==> config.mk <==
export PLATFORM = sky130hd
export DESIGN_NAME = dmsp_top
export DESIGN_NICKNAME = d
export VERILOG_FILES = /design/src/dmsp_pkg.sv /design/src/dmsp_top.sv
export SDC_FILE = /design/constraint.sdc
export NUM_CORES = 1
export LEC_CHECK = 0
export BUFFER_PORTS_ARGS = -buffer_cell sky130_fd_sc_hd__buf_4
export CORE_MARGIN = 2
export CORE_UTILIZATION = 65
export CTS_CLUSTER_SIZE = 12
export DETAILED_ROUTE_END_ITERATION = 12
export GPL_ROUTABILITY_DRIVEN = 0
export GPL_TIMING_DRIVEN = 0
export PLACE_DENSITY = 0.92
export SYNTH_ARGS = -nofsm -noshare
export SYNTH_HDL_FRONTEND = slang
export SYNTH_HIERARCHICAL = 1
export SYNTH_SLANG_ARGS = --single-unit
==> constraint.sdc <==
create_clock -name ref_clk -period 4.8 [get_ports ref_clk]
set_clock_uncertainty 0.2 [all_clocks]
set_input_delay 0 -clock ref_clk [delete_from_list [all_inputs] [get_ports ref_clk]]
set_output_delay 0 -clock ref_clk [all_outputs]
set_load 0.05 [all_outputs]
==> src/dmsp_pkg.sv <==
// Constants and types shared by the displacement meter serial port.
// Assumes a single 100 MHz clock and a plain register port on the software side.
// How it works
// RULE1 - The port is the data-communication end of a full-duplex start-stop link with mark-high idle.
// RULE2 - Measurement bytes leave on the transmit pin and setting characters arrive on the receive pin.
// RULE3 - When running without the display unit, received characters are handed to software as parameter settings.
// RULE4 - Clear-to-send, data-set-ready and carrier-detect are driven high at all times while powered.
// RULE5 - Measurement bytes are sent only while the host holds data-terminal-ready high.
// RULE6 - An open data-terminal-ready line reads high because of the pull-up, so output then proceeds.
// RULE7 - A frame is a start bit, 7 or 8 data bits, optional even or odd parity, and 1 or 2 stop bits, at 75 to 19200 baud in doubling steps.
// RULE8 - A control unit on its own uses 8 data bits, no parity and 1 stop bit; only the baud rate changes.
// RULE9 - Selector positions 0 to 9 give 75 up to 19200 baud, with positions 8 and 9 both 19200.
// RULE10 - A valid setting character is answered with an acknowledgement ending in carriage return; output requests are not.
package dmsp_pkg;

	// ****************************************
	// Register map and layout
	// ****************************************
	localparam logic [1:0] OFS_CTRL = 2'h0;
	localparam logic [1:0] OFS_TXDATA = 2'h1;
	localparam logic [1:0] OFS_RXSET = 2'h2;
	localparam logic [1:0] OFS_STATUS = 2'h3;

	localparam int RXSET_FRESH = 8;
	localparam int ST_FULL = 0;
	localparam int ST_EMPTY = 1;
	localparam int ST_BUSY = 2;
	localparam int ST_PAR_ERR = 3;
	localparam int ST_FRM_ERR = 4;
	localparam int ST_DTR = 5;

	typedef struct packed {
		logic stop2;
		logic par_odd;
		logic par_en;
		logic eight;
		logic [3:0] baud;
	} dmsp_frame_t;

	// 1200 baud, 8 data bits, no parity, 1 stop bit
	localparam dmsp_frame_t CTRL_RESET = 8'h14;
	localparam dmsp_frame_t FIXED_FRAME = 8'h10;

	typedef struct packed {
		logic wr;
		logic rd;
		logic [1:0] addr;
		logic [31:0] wdata;
	} dmsp_req_t;

	// ****************************************
	// Timing and characters
	// ****************************************
	localparam int CLK_HZ_DEF = 100_000_000;
	localparam int BASE_BAUD_DEF = 75;
	localparam logic [3:0] BAUD_TOP_SEL = 4'h8;

	typedef enum logic [2:0] {
		BIT_IDLE = 3'h0,
		BIT_START = 3'h1,
		BIT_DATA = 3'h3,
		BIT_PAR = 3'h2,
		BIT_STOP = 3'h6
	} dmsp_bit_t;

	localparam logic [2:0] ACK_LEN = 3'h5;
	localparam logic [39:0] ACK_TEXT = {8'h50, 8'h41, 8'h53, 8'h53, 8'h0D};
	localparam logic [7:0] SET_LO_A = 8'h20;
	localparam logic [7:0] SET_HI_A = 8'h4A;
	localparam logic [7:0] SET_LO_B = 8'h65;
	localparam logic [7:0] SET_HI_B = 8'h68;

endpackage

==> src/dmsp_top.sv <==
// Serial port of the displacement meter: FIFO for measurement bytes and the port itself.
// Assumes synchronous pins, one clock and a software master on the plain register port.
`timescale 1ns/1ps
`default_nettype none

// ****************************************
// Measurement byte FIFO
// ****************************************
module dmsp_fifo import dmsp_pkg::*; #(
	parameter int WIDTH = 8,
	parameter int DEPTH = 8
) (
	// Clock and reset
	input wire logic ref_clk,
	input wire logic reset,
	// Filling side
	input wire logic in_valid,
	output logic in_ready,
	input wire logic [WIDTH-1:0] in_data,
	// Draining side
	output logic out_valid,
	input wire logic out_ready,
	output logic [WIDTH-1:0] out_data
);
	localparam int AW = $clog2(DEPTH);

	if (DEPTH < 2 || (1 << AW) != DEPTH) begin : g_chk
		$error("FIFO depth must be a power of two of at least 2");
	end

	typedef struct packed {
		logic [DEPTH-1:0][WIDTH-1:0] mem;
		logic [AW-1:0] wp;
		logic [AW-1:0] rp;
		logic [AW:0] cnt;
	} dmsp_fifo_st_t;

	dmsp_fifo_st_t s_q, s_d;
	logic push, pop;

	assign in_ready = (s_q.cnt != (AW+1)'(DEPTH));
	assign out_valid = (s_q.cnt != '0);
	assign out_data = s_q.mem[s_q.rp];
	assign push = in_valid && in_ready;
	assign pop = out_valid && out_ready;

	always_comb begin
		s_d = s_q;
		if (push) begin
			s_d.mem[s_q.wp] = in_data;
			s_d.wp = s_q.wp + 1'b1;
		end
		if (pop) begin
			s_d.rp = s_q.rp + 1'b1;
		end
		s_d.cnt = s_q.cnt + (AW+1)'(push) - (AW+1)'(pop);
	end

	always_ff @(posedge ref_clk) begin
		if (reset) begin
			s_q <= '0;
		end else begin
			s_q <= s_d;
		end
	end

	chk_fifo_no_wrap: assert property (@(posedge ref_clk) disable iff (reset)
		s_q.cnt <= (AW+1)'(DEPTH)) else $error("FIFO count above depth");
endmodule // dmsp_fifo

// ****************************************
// Serial port
// ****************************************
module dmsp_top import dmsp_pkg::*; #(
	parameter int CLK_HZ = CLK_HZ_DEF,
	parameter int BASE_BAUD = BASE_BAUD_DEF,
	parameter int FIFO_DEPTH = 8
) (
	// Clock and reset
	input wire logic ref_clk,
	input wire logic reset,
	// Register port
	input wire dmsp_req_t reg_req,
	output logic [31:0] reg_rdata,
	// Unit straps
	input wire logic standalone_in,
	input wire logic [3:0] baud_dial_in,
	// Serial link
	input wire logic rxd_in,
	output logic txd_out,
	input wire logic dtr_in,
	output logic cts_out,
	output logic dsr_out,
	output logic dcd_out
);
	localparam int BASE_DIV = CLK_HZ / BASE_BAUD;
	localparam int CW = $clog2(BASE_DIV + 1);

	if ((BASE_DIV >> 8) < 4) begin : g_chk
		$error("Clock too slow for the fastest baud rate");
	end

	typedef struct packed {
		dmsp_frame_t ctrl;
		logic [31:0] rdata;
		logic txd;
		dmsp_bit_t tx_st;
		logic [CW-1:0] tx_cnt;
		logic [2:0] tx_bit;
		logic [7:0] tx_sh;
		logic tx_par;
		logic [2:0] ack_idx;
		dmsp_bit_t rx_st;
		logic [CW-1:0] rx_cnt;
		logic [2:0] rx_bit;
		logic [7:0] rx_sh;
		logic rx_par;
		logic [7:0] set_ch;
		logic set_fresh;
		logic par_err;
		logic frm_err;
	} dmsp_state_t;

	function automatic logic [CW-1:0] baud_div(input logic [3:0] sel);
		// Positions above the top one repeat the fastest rate
		baud_div = (sel > BAUD_TOP_SEL) ? CW'(BASE_DIV >> BAUD_TOP_SEL) : CW'(BASE_DIV >> sel);
	endfunction

	function automatic logic is_setting(input logic [7:0] c);
		is_setting = (c >= SET_LO_A && c <= SET_HI_A) || (c >= SET_LO_B && c <= SET_HI_B);
	endfunction

	dmsp_state_t s_q, s_d;
	dmsp_frame_t fr;
	logic [CW-1:0] div;
	logic [2:0] last_bit;
	logic fifo_push, fifo_ready, fifo_valid, fifo_pop;
	logic [7:0] fifo_data;
	logic [7:0] rx_ch;
	logic rx_end, rx_good;

	assign fr = standalone_in ? {FIXED_FRAME[7:4], baud_dial_in} : s_q.ctrl; // [RULE8]
	assign div = baud_div(fr.baud); // [RULE9] [RULE7]
	assign last_bit = fr.eight ? 3'h7 : 3'h6;
	assign fifo_push = reg_req.wr && reg_req.addr == OFS_TXDATA;
	// Acknowledgements go ahead of queued measurement bytes
	assign fifo_pop = s_q.tx_st == BIT_IDLE && s_q.ack_idx == ACK_LEN
		&& dtr_in && fifo_valid; // [RULE5] [RULE6]
	assign rx_ch = fr.eight ? s_q.rx_sh : {1'b0, s_q.rx_sh[7:1]};
	assign rx_end = s_q.rx_st == BIT_STOP && s_q.rx_cnt == '0;
	assign rx_good = rx_end && rxd_in
		&& (!fr.par_en || (^rx_ch ^ s_q.rx_par ^ fr.par_odd) == 1'b0);

	assign txd_out = s_q.txd;
	assign reg_rdata = s_q.rdata;
	assign cts_out = 1'b1; // [RULE4]
	assign dsr_out = 1'b1; // [RULE4]
	assign dcd_out = 1'b1; // [RULE4]

	dmsp_fifo #(.WIDTH(8), .DEPTH(FIFO_DEPTH)) u_fifo (
		.ref_clk(ref_clk),
		.reset(reset),
		.in_valid(fifo_push),
		.in_ready(fifo_ready),
		.in_data(reg_req.wdata[7:0]),
		.out_valid(fifo_valid),
		.out_ready(fifo_pop),
		.out_data(fifo_data)
	);

	always_comb begin
		s_d = s_q;
		// ****************************************
		// Register port
		// ****************************************
		s_d.rdata = '0;
		if (reg_req.rd) begin
			case (reg_req.addr)
				OFS_CTRL: s_d.rdata = {24'h0, s_q.ctrl};
				OFS_RXSET: s_d.rdata = {23'h0, s_q.set_fresh, s_q.set_ch};
				OFS_STATUS: s_d.rdata = {26'h0, dtr_in, s_q.frm_err, s_q.par_err,
					s_q.tx_st != BIT_IDLE, !fifo_valid, !fifo_ready};
				default: s_d.rdata = '0;
			endcase
			if (reg_req.addr == OFS_RXSET) begin
				s_d.set_fresh = 1'b0;
			end
		end
		if (reg_req.wr && reg_req.addr == OFS_CTRL) begin
			s_d.ctrl = reg_req.wdata[7:0];
		end
		if (reg_req.wr && reg_req.addr == OFS_STATUS) begin
			s_d.par_err = s_q.par_err && !reg_req.wdata[ST_PAR_ERR];
			s_d.frm_err = s_q.frm_err && !reg_req.wdata[ST_FRM_ERR];
		end
		// ****************************************
		// Transmitter
		// ****************************************
		s_d.tx_cnt = (s_q.tx_cnt == '0) ? div - 1'b1 : s_q.tx_cnt - 1'b1;
		case (s_q.tx_st)
			BIT_IDLE: begin
				s_d.txd = 1'b1; // [RULE1]
				if (s_q.ack_idx != ACK_LEN || fifo_pop) begin
					s_d.tx_sh = fifo_pop ? fifo_data
						: ACK_TEXT[(ACK_LEN - 3'h1 - s_q.ack_idx)*8 +: 8]; // [RULE10]
					s_d.ack_idx = fifo_pop ? s_q.ack_idx : s_q.ack_idx + 3'h1;
					s_d.tx_par = ^(fr.eight ? s_d.tx_sh : {1'b0, s_d.tx_sh[6:0]}) ^ fr.par_odd;
					s_d.tx_st = BIT_START;
					s_d.txd = 1'b0; // [RULE2]
					s_d.tx_cnt = div - 1'b1;
				end
			end
			BIT_START: begin
				if (s_q.tx_cnt == '0) begin
					s_d.tx_st = BIT_DATA;
					s_d.txd = s_q.tx_sh[0];
					s_d.tx_bit = 3'h0;
				end
			end
			BIT_DATA: begin
				if (s_q.tx_cnt == '0) begin
					s_d.tx_sh = s_q.tx_sh >> 1;
					s_d.tx_bit = s_q.tx_bit + 3'h1;
					s_d.txd = s_q.tx_sh[1];
					if (s_q.tx_bit == last_bit) begin
						s_d.tx_st = fr.par_en ? BIT_PAR : BIT_STOP; // [RULE7]
						s_d.txd = fr.par_en ? s_q.tx_par : 1'b1;
						s_d.tx_bit = 3'h0;
					end
				end
			end
			BIT_PAR: begin
				if (s_q.tx_cnt == '0) begin
					s_d.tx_st = BIT_STOP;
					s_d.txd = 1'b1;
				end
			end
			BIT_STOP: begin
				if (s_q.tx_cnt == '0) begin
					s_d.tx_bit = 3'h1;
					if (!fr.stop2 || s_q.tx_bit != 3'h0) begin
						s_d.tx_st = BIT_IDLE; // [RULE7]
					end
				end
			end
			default: begin
				s_d.tx_st = BIT_IDLE;
				s_d.txd = 1'b1;
			end
		endcase
		// ****************************************
		// Receiver
		// ****************************************
		s_d.rx_cnt = (s_q.rx_cnt == '0) ? div - 1'b1 : s_q.rx_cnt - 1'b1;
		case (s_q.rx_st)
			BIT_IDLE: begin
				if (!rxd_in) begin
					s_d.rx_st = BIT_START;
					s_d.rx_cnt = div >> 1;
				end
			end
			BIT_START: begin
				// A start bit gone high by mid-bit is a glitch, not a frame
				if (s_q.rx_cnt == '0) begin
					s_d.rx_st = rxd_in ? BIT_IDLE : BIT_DATA;
					s_d.rx_bit = 3'h0;
				end
			end
			BIT_DATA: begin
				if (s_q.rx_cnt == '0) begin
					s_d.rx_sh = {rxd_in, s_q.rx_sh[7:1]};
					s_d.rx_bit = s_q.rx_bit + 3'h1;
					if (s_q.rx_bit == last_bit) begin
						s_d.rx_st = fr.par_en ? BIT_PAR : BIT_STOP;
					end
				end
			end
			BIT_PAR: begin
				if (s_q.rx_cnt == '0) begin
					s_d.rx_par = rxd_in;
					s_d.rx_st = BIT_STOP;
				end
			end
			BIT_STOP: begin
				// Only the first stop bit is checked so the next start is not missed
				if (s_q.rx_cnt == '0) begin
					s_d.rx_st = BIT_IDLE;
				end
			end
			default: s_d.rx_st = BIT_IDLE;
		endcase
		// Hardware set wins over a software clear in the same cycle
		if (rx_end && !rxd_in) begin
			s_d.frm_err = 1'b1;
		end else if (rx_end && !rx_good) begin
			s_d.par_err = 1'b1;
		end
		if (rx_good) begin
			s_d.set_ch = rx_ch; // [RULE3]
			s_d.set_fresh = 1'b1;
			if (is_setting(rx_ch)) begin
				s_d.ack_idx = 3'h0; // [RULE10]
			end
		end
	end

	always_ff @(posedge ref_clk) begin
		if (reset) begin
			s_q <= '{ctrl: CTRL_RESET, txd: 1'b1, tx_st: BIT_IDLE, ack_idx: ACK_LEN,
				rx_st: BIT_IDLE, default: '0};
		end else begin
			s_q <= s_d;
		end
	end

	chk_modem_lines_on: assert property (@(posedge ref_clk) disable iff (reset) // [RULE4]
		cts_out && dsr_out && dcd_out) else $error("Modem status line low");
	chk_idle_mark: assert property (@(posedge ref_clk) disable iff (reset) // [RULE1]
		s_q.tx_st == BIT_IDLE |-> txd_out) else $error("Transmit line low while idle");
	chk_start_bit: assert property (@(posedge ref_clk) disable iff (reset) // [RULE2]
		s_q.tx_st == BIT_IDLE && s_d.tx_st == BIT_START |=> !txd_out [*2])
		else $error("No start bit after leaving idle");
	chk_dtr_gate: assert property (@(posedge ref_clk) disable iff (reset) // [RULE5]
		s_q.tx_st == BIT_IDLE && s_q.ack_idx == ACK_LEN && !dtr_in |=> s_q.tx_st == BIT_IDLE)
		else $error("Measurement byte sent without terminal ready");
	chk_fixed_frame: assert property (@(posedge ref_clk) disable iff (reset) // [RULE8]
		standalone_in |-> fr.eight && !fr.par_en && !fr.stop2 && fr.baud == baud_dial_in)
		else $error("Standalone frame not 8N1");
	chk_top_baud: assert property (@(posedge ref_clk) disable iff (reset) // [RULE9]
		fr.baud >= BAUD_TOP_SEL |-> div == CW'(BASE_DIV >> 8)) else $error("Top baud wrong");
	chk_stop_mark: assert property (@(posedge ref_clk) disable iff (reset) // [RULE7]
		s_q.tx_st == BIT_STOP |-> txd_out) else $error("Stop bit not high");
	chk_rx_capture: assert property (@(posedge ref_clk) disable iff (reset) // [RULE3]
		rx_good |=> s_q.set_fresh && s_q.set_ch == $past(rx_ch)) else $error("Char not kept");
	chk_ack_start: assert property (@(posedge ref_clk) disable iff (reset) // [RULE10]
		rx_good && is_setting(rx_ch) |=> s_q.ack_idx == 3'h0 ##1 s_q.tx_st == BIT_START
		|| $past(s_q.tx_st) != BIT_IDLE) else $error("Setting char not acknowledged");
endmodule // dmsp_top

`default_nettype wire

# Word level (Yosys, flattened, before mapping)
# Index checks and enable logic that the tools add are counted.
classes:
  n_mux: 55
  n_reduce_logical: 57
  n_bitwise: 6
  order_cmp: 8
  shifts: 2
  n_eq_ne: 29
  n_addsub: 11
ops:
  columns: ["op", "count"]
  rows:
  - ["two-way mux 21 bit", 5]
  - ["bitwise mux 64 bit", 1]
  - ["subtractor 21 x 1 -> 21 bit, second input constant", 3]
  - ["two-way mux 8 bit", 6]
  - ["two-way mux 3 bit", 15]
  - ["logical NOT 21 bit", 2]
  - ["variable part select 40 x 33 -> 8 bit, first input constant", 1]
  - ["one-hot mux 3 bit (5 select lines)", 2]
  - ["one-hot mux 9 bit (3 select lines)", 1]
  - ["two-way mux 25 bit", 1]
  - ["binary-select mux 8 bit (select 3 bit)", 1]
  - ["demux 8 bit (select 3 bit)", 1]
  - ["two-way mux 24 bit", 1]
  - ["two-way mux 11 bit", 2]
  - ["!= test 2 bit, second input constant", 11]
  - ["right shift 21 x 4 -> 21 bit, first input constant", 1]
  - ["logical AND 1 bit", 18]
  - ["<= comparator 8 x 7 -> 1 bit, second input constant", 2]
  - ["two-way mux 4 bit", 4]
  - ["one-hot mux 8 bit (2 select lines)", 1]
  - ["parity 8 bit", 2]
  - ["adder 3 x 1 -> 3 bit, second input constant", 5]
  - ["equality test 3 x 2 -> 1 bit, second input constant", 4]
  - ["two-way mux 12 bit", 1]
  - ["other kinds (36)", 77]
word_totals:
  regBits: 201
  word_cells: 201
  in_bits: 45
  output_inout_bits: 36

# Depth between registers and ports, before layout
# Gate-level depths: netlist of run 1.
depth:
  depth_word: 12
  depth_mapped: 16
  ltp_nobuf: 15

# Cells and area by module
# The synthesis of run 1 kept the hierarchy.
by_module_without_submodules:
  columns: ["mod", "cells_per_inst", "seq_area_each_um2", "instances", "area_each_um2"]
  rows:
  - ["dmsp_top", 849, 2082.0, 1, 6864.1]
  - ["dmsp_fifo", 330, 1481.4, 1, 3651.0]

# Worst setup path before layout of run 1
# Ideal clock, no wire load.
synth_timing:
  path_kind: "reg-to-reg"
  startpoint: "register s_q[119] (netlist name)"
  endpoint: "register s_q[33] (netlist name)"
  arrival_time_ns: 2.847
  path_stages_with_launch: 14
  slack_ns: 1.635
  synth_period_minus_slack_ns: 3.165
  required_time_ns: 4.483
  n_path_buf: 2
  setup_time_ns: 0.117
  cell_sequence: "dfxtp_1 mux2i_1 clkbuf_1 ha_1 and3_1 clkbuf_1 a21boi_0 ha_1 o2111a_1 o221a_2 and4_1 nor2_1 nand2_1 a32o_1"

==> summary.md, run 1 <==
| Metric | Value |
|---|---|
| # diodes | `0` |
| Leak | `5.098 nW` |
| Sequential element share of the synthesized area | `0.3389` |
| WL final | `between 30000 and 40000 um` |
| Routed Antenna Nets | `0` |
| Delay-heaviest family, CP | `simple AND/OR/NAND/NOR gates` |
| CP startpoint kind | `flip-flop` |
| CP cell instances | `nor2_1 > buf_2 > mux2i_1 > ha_1 > xnor2_1 > xnor2_1 > xnor2_1 > o21ai_0 > nor3_4 > o311a_1 > o21ai_0` |
| Worst path most repeated cell | `xnor2_1` |
| Top cell type's share of synthesized area | `0.3389` |
| Status | `finished, final reports clean` |
| Top Ports | `between 80 and 90` |
| Worst reg2reg setup slack | `between 0.5 and 0.6 ns` |
| DR vias | `10040` |
| Core area | `~16000 um^2` |
| Vias per inst | `~6.6` |
| Total Nets Final | `approximately 1400` |
| Area after DPL | `approximately 11000 um^2` |
| RSZ-0062 raised after global routing | `false` |
| First-pass DRT Iterations | `7` |
| WS Path Type | `reg2reg` |
| Syn Area/Cell | `~8.9 um^2` |
| Worst skew pair latency | `~0.45 ns` |
| Slew HR | `0.2734` |
| Commonest cells after routing, fill and taps aside | `178 x dfxtp_1, 112 x nor2_1, 90 x nand2_1` |
| Design area | `roughly 12000 um^2` |
| H-tree depth | `4` |
| WL met3 | `between 3000 and 4000 um` |
| Worst setup EP type | `flip-flop` |
| Cell taking the most area after synthesis | `dfxtp_1` |
| Synth Warn # | `6` |
| Critical Path AT | `~4.3 ns` |
| Commonest non-fill, non-tap cell in the layout | `dfxtp_1` |
| # fillers | `around 960` |
| Worst vdd ir | `roughly 0.39 mV` |
| # Post-CTS Setup Buffers | `0` |
| Post-synth EDFFs | `0` |
| Area Overhead vs Synth | `14.66%` |
| Final period util | `0.8774` |
| DR DRC count | `0` |
| Rows | `46` |
| Final Critical Period | `4.212 ns` |
| Final Power | `5.314 mW` |
| Final hold violation count | `0` |
| Initial Util | `0.6643` |
| All-Layer GR Usage | `0.3736` |
| Synth Instances | `~1200` |
| Fmax | `~240 MHz` |
| Width of the die | `approximately 130 um` |
| Met2 wire len | `~15000 um` |
| Yosys cell types | `between 90 and 100` |
| M1 wire length | `about 12000 um` |
| Root Driver | `clkbuf_16` |
| Die area | `approximately 17000 um^2` |
| Buf+Inv Stages, Crit Path | `1` |
| Layout cells sized above 1 | `0.1464` |
| Fin. max-slew vios | `0` |
| Highest Signal Layer | `met4` |
| Primary FF master, synth | `dfxtp_1` |
| Largest net degree at the start of global routing | `19` |
| Synth area leaders | `dfxtp_1 34%, mux2i_1 8.3%, nand2b_1 4.9%, ha_1 4.5%, nor2_1 4.0%` |
| Total CTS buffers | `17` |
| Overflow after GRT | `0` |
| CP max FO | `10` |
| CTS tree | `built` |
| Initial drt markers | `1375` |
| CP max stage cell | `mux2i_1` |
| Power Density | `between 400 and 500 nW/um^2` |
| Yosys reg bits | `roughly 180` |
| CTS sink cnt | `about 180` |
| Synth async-reset ratio | `0` |
| Tightest Pin Transition | `~1.1 ns` |
| TNS Setup | `0 ns` |
| Critical path's largest stage delay | `0.58 ns` |
| Cell Area, Synth | `approximately 11000 um^2` |
| DPL Wire Length | `slightly below 20000 um` |
| Initial antenna violation count | `0` |
| Clock Path Buffers | `2` |
| I/O Buffers | `27` |
| Global-route wire length before repair | `between 50000 and 60000 um` |
| Hold Crit Class | `in2reg` |
| Vias in the first global route | `between 9000 and 10000` |
| Crit path required time | `4.90 ns` |
| Reg clk slew, reported paths | `~0.080 ns` |
| WL per Instance | `roughly 21 um` |
| Max-Cap Viols | `0` |
| Final setup vio count | `0` |
| Die Span Y | `131.2 um` |
-- layer usage --
metal	vias up	track usage
met2	815	0.6164
met1	4628	0.4357
met4	0	0.2488
li1	4340	-
met3	258	0.08410
met5	-	0.002924
-- cells by family after synthesis --
kind of cell	synth area share
AND/OR/NAND/NOR	0.2237
AO/OA/AOI/OAI	0.1379
flip-flops	0.3389
buffers and inverters	0.06973
multiplexers	0.1389
XOR/XNOR	0.04307
adder cells (fa/ha/maj)	0.04712
other	0.0007142
-- flip-flops by register name (all words and copies together), names as in the netlist --
register,count
s_q,94
u_fifo/s_q,74
reg_rdata,9
txd_out,1
-- where the power goes --
group	leakage (nW)	switching (mW)	internal, mW
clock network	0.304	0.692	0.796
logic	3.35	1.24	0.783
registers	1.45	0.160	1.64
-- worst min-delay path, cell delays in order --
cell,delay [ns]
buf_4,0.08
mux2i_1,0.19
nor2_1,0.16
a21oi_1,0.09
o21ai_0,0.15
-- stage by stage --
stage | setup WS, ns | utilization | hold slack [ns] | std cells
6_report | 0.5884 | 0.7617 | 0.05610 | 1514
5_1_grt | 0.4505 | 0.7617 | 0.1129 | 1514
4_1_cts | 0.8483 | 0.7617 | 0.003377 | 1514
3_5_place_dp | 0.8769 | 0.6999 | 0.04088 | 1446
3_3_place_gp | 0.9344 | 0.6999 | 0.03861 | 1446
2_1_floorplan | 1.635 | - | -0.07585 | 1203
-- cell usage after synthesis, drive strengths merged (8+ instances only) --
cell / instances
a211oi: 26
a21oi: 67
a22oi: 8
a31oi: 9
buf: 70
clkbuf: 34
dfxtp: 178
ha: 38
inv: 35
mux2: 20
mux2i: 87
mux4: 16
nand2: 91
nand2b: 82
nand3: 25
nand4b: 8
nor2: 113
nor2b: 11
nor3: 27
nor4: 8
o211ai: 11
o21ai: 42
o31ai: 12
or3: 11
xnor2: 26
xor2: 18
-- final timing paths --
check                       start  endpoint  depth (start not counted)
setup / recovery         s_q[123]   s_q[47]                         11
hold / removal    baud_dial_in[1]   s_q[27]                          5
setup reg to reg         s_q[123]   s_q[47]                         11
hold reg to reg           s_q[55]   s_q[55]                          2
-- cell type report --
| cell class | instances | area, um^2 | share of cell area |
|---|---|---|---|
| Multi-Input combinational cell | 886 | 6309 | 0.5232 |
| Tap cell | 216 | 270.3 | 0.02242 |
| Clock buffer | 17 | 425.4 | 0.03528 |
| Buffer | 104 | 601.8 | 0.04992 |
| Inverter | 35 | 131.4 | 0.01090 |
| Sequential cell | 178 | 3563 | 0.2956 |
| Clock inverter | 15 | 192.7 | 0.01598 |
| Timing Repair Buffer | 63 | 563.0 | 0.04670 |
-- timing repair --
item / in CTS / in global routing
hold endpoints to repair: 111 / 0
gates resized for setup: 0 / 0
hold buffers: 36 / 0
No activity file was read; power rests on OpenSTA's default activity.
==> run 2: changes to the inputs <==
Settings changed: CORE_UTILIZATION 65 to 66, PLACE_DENSITY 0.92 to 0.93.
==> run 2 against run 1 <==
Combinational power hardly changed. Fmax is 0.29% lower. Clock-buffer cell count is 1 higher. Largest cell class unchanged.
==> summary.md, run 2 (synthesized netlist as in run 1, its figures left out) <==
| Metric | Value |
|---|---|
| Largest net degree at the start of global routing | `18 (-1)` |
| Tightest Pin Transition | `1.056 ns (-0.02582 ns)` |
| Fin. max-slew vios | `0 (unchanged)` |
| Final setup vio count | `0 (unchanged)` |
| Final hold violation count | `0 (unchanged)` |
| Commonest non-fill, non-tap cell in the layout | `dfxtp_1` |
| Overflow after GRT | `0 (unchanged)` |
| TNS Setup | `0 ns (unchanged)` |
| Worst setup EP type | `flip-flop` |
| DR vias | `9871 (-1.7%)` |
| RSZ-0062 raised after global routing | `false` |
| Global-route wire length before repair | `48710 um (-5.5%)` |
| WL final | `30950 um (-4.7%)` |
| Clock Path Buffers | `2 (unchanged)` |
| Routed Antenna Nets | `0 (unchanged)` |
| Power Density | `435.0 nW/um^2 (-1.3%)` |
| Reg clk slew, reported paths | `0.07 ns (about the same)` |
| Crit path required time | `4.93 ns (+0.03 ns)` |
| Final Power | `5.217 mW (-1.8%)` |
| Layout cells sized above 1 | `0.1458 (-0.0005457)` |
| Final period util | `0.8800 (+0.002554)` |
| Top Ports | `81 (unchanged)` |
| CP startpoint kind | `flip-flop` |
| Rows | `46 (unchanged)` |
| DPL Wire Length | `19460 um (+0.13%)` |
| Vias in the first global route | `9667 (-2.0%)` |
| Status | `finished, final reports clean` |
| First-pass DRT Iterations | `8 (+1)` |
| Max-Cap Viols | `0 (unchanged)` |
| I/O Buffers | `27 (unchanged)` |
| Commonest cells after routing, fill and taps aside | `178 x dfxtp_1, 112 x nor2_1, 90 x nand2_1` |
| Design area | `11990 um^2 (-0.54%)` |
| Final Critical Period | `4.224 ns (+0.01226 ns)` |
| Initial Util | `0.6692 (+0.004867)` |
| Area Overhead vs Synth | `14.04%` |
| # diodes | `0 (unchanged)` |
| Die Span Y | `130.2 um (-0.74%)` |
| Total CTS buffers | `17 (unchanged)` |
| CP max FO | `13 (+3)` |
| Root Driver | `clkbuf_16` |
| WL per Instance | `20.47 um (-4.6%)` |
| Core area | `15710 um^2 (-0.73%)` |
| Hold Crit Class | `in2reg` |
| Total Nets Final | `1367 (-0.15%)` |
| Fin Hold WS | `0.08465 ns (+0.02855 ns)` |
| DR DRC count | `0 (unchanged)` |
| Fmax | `236.7 MHz (-0.29%)` |
| WS Path Type | `reg2reg` |
| CTS tree | `built` |
| Worst skew pair latency | `0.44 ns (about the same)` |
| Critical Path AT | `4.35 ns (+0.04 ns)` |
| Pre-CTS setup slack | `0.8091 ns (-0.06783 ns)` |
| Vias per inst | `6.528 (-1.6%)` |
| Worst vdd ir | `0.3390 mV (-12%)` |
| Max reg flops | `94 (unchanged)` |
| Width of the die | `130.2 um (-0.74%)` |
| Area after DPL | `11080 um^2 (unchanged)` |
| Initial antenna violation count | `0 (unchanged)` |
| Setup WS post-layout | `0.5761 ns (-0.01226 ns)` |
| Top reg by flops | `s_q` |
| Leak | `5.068 nW (-0.59%)` |
| H-tree depth | `4 (unchanged)` |
| CTS sink cnt | `178 (unchanged)` |
| Slew HR | `0.2908 (+0.01735)` |
| Die area | `16960 um^2 (-1.5%)` |
| All-Layer GR Usage | `0.3655 (-0.008053)` |
| Initial drt markers | `1471 (+7.0%)` |
-- run 2: changes by cell type in the layout (fill, tap and decap cells not counted) --
| cell | before | now |
|---|---|---|
| bufinv_16 | 2 | 1 |
| clkbuf_1 | 33 | 34 |
| clkinvlp_4 | 0 | 2 |
| dlygate4sd3_1 | 36 | 34 |
| clkinv_2 | 1 | 2 |
| inv_8 | 3 | 1 |
| clkinv_8 | 2 | 1 |
-- run 2: critical path: stages, from the launching register on --
cell	delay, ns
dfxtp_1	0.39
mux2i_1	0.27
clkbuf_1	0.52
ha_1	0.41
and3_1	0.20
clkbuf_1	0.24
a21boi_0	0.31
ha_1	0.35
o2111a_1	0.22
o221a_2	0.16
and4_1	0.22
nor2_1	0.25
nand2_1	0.10
a32o_1	0.27
-- run 2: worst paths after layout --
path / start / to / slack, ns / cells after the start
min reg2reg: s_q[51] / s_q[51] / 0.26 / 2
max reg2reg: s_q[119] / s_q[33] / 0.58 / 13
max: s_q[119] / s_q[33] / 0.58 / 13
min: reg_req[32] / s_q[2] / 0.08 / 4
-- run 2: area by class of cell --
type | instances | area, um^2
Buffer | 104 | 601.8
Clock buffer | 18 | 429.2
Clock inverter | 14 | 143.9
Fill cell | 930 | 3721
Inverter | 35 | 131.4
Multi-Input combinational cell | 886 | 6309
Sequential cell | 178 | 3563
Tap cell | 216 | 270.3
Timing Repair Buffer | 61 | 543.0
-- run 2: per-stage QoR --
stage,cells,util
2_1_floorplan,1203,-
3_3_place_gp,1446,0.7050
3_5_place_dp,1446,0.7050
4_1_cts,1512,0.7632
5_1_grt,1512,0.7632
6_report,1512,0.7632
-- run 2: timing repair --
item                      4_1_cts  5_1_grt
hold buffers                   34        0
setup buffers                   0        0
resized for setup               0        0
hold endpoints to repair       93        0
-- run 2: power by group --
part | total, mW | internal (mW) | switching (mW)
registers | 1.81 | 1.64 | 0.161
logic | 2.04 | 0.782 | 1.26
clock network | 1.37 | 0.730 | 0.640
total | 5.22 | 3.16 | 2.06
-- run 2: per-layer routing --
metal  vias to the layer above  share of wire  GRT usage
met3                       223           0.10    0.08528
met5                         -              0          0
met2                       774           0.47     0.5895
li1                       4329              -          -
met4                         0          0.060     0.2081
met1                      4545           0.37     0.4508
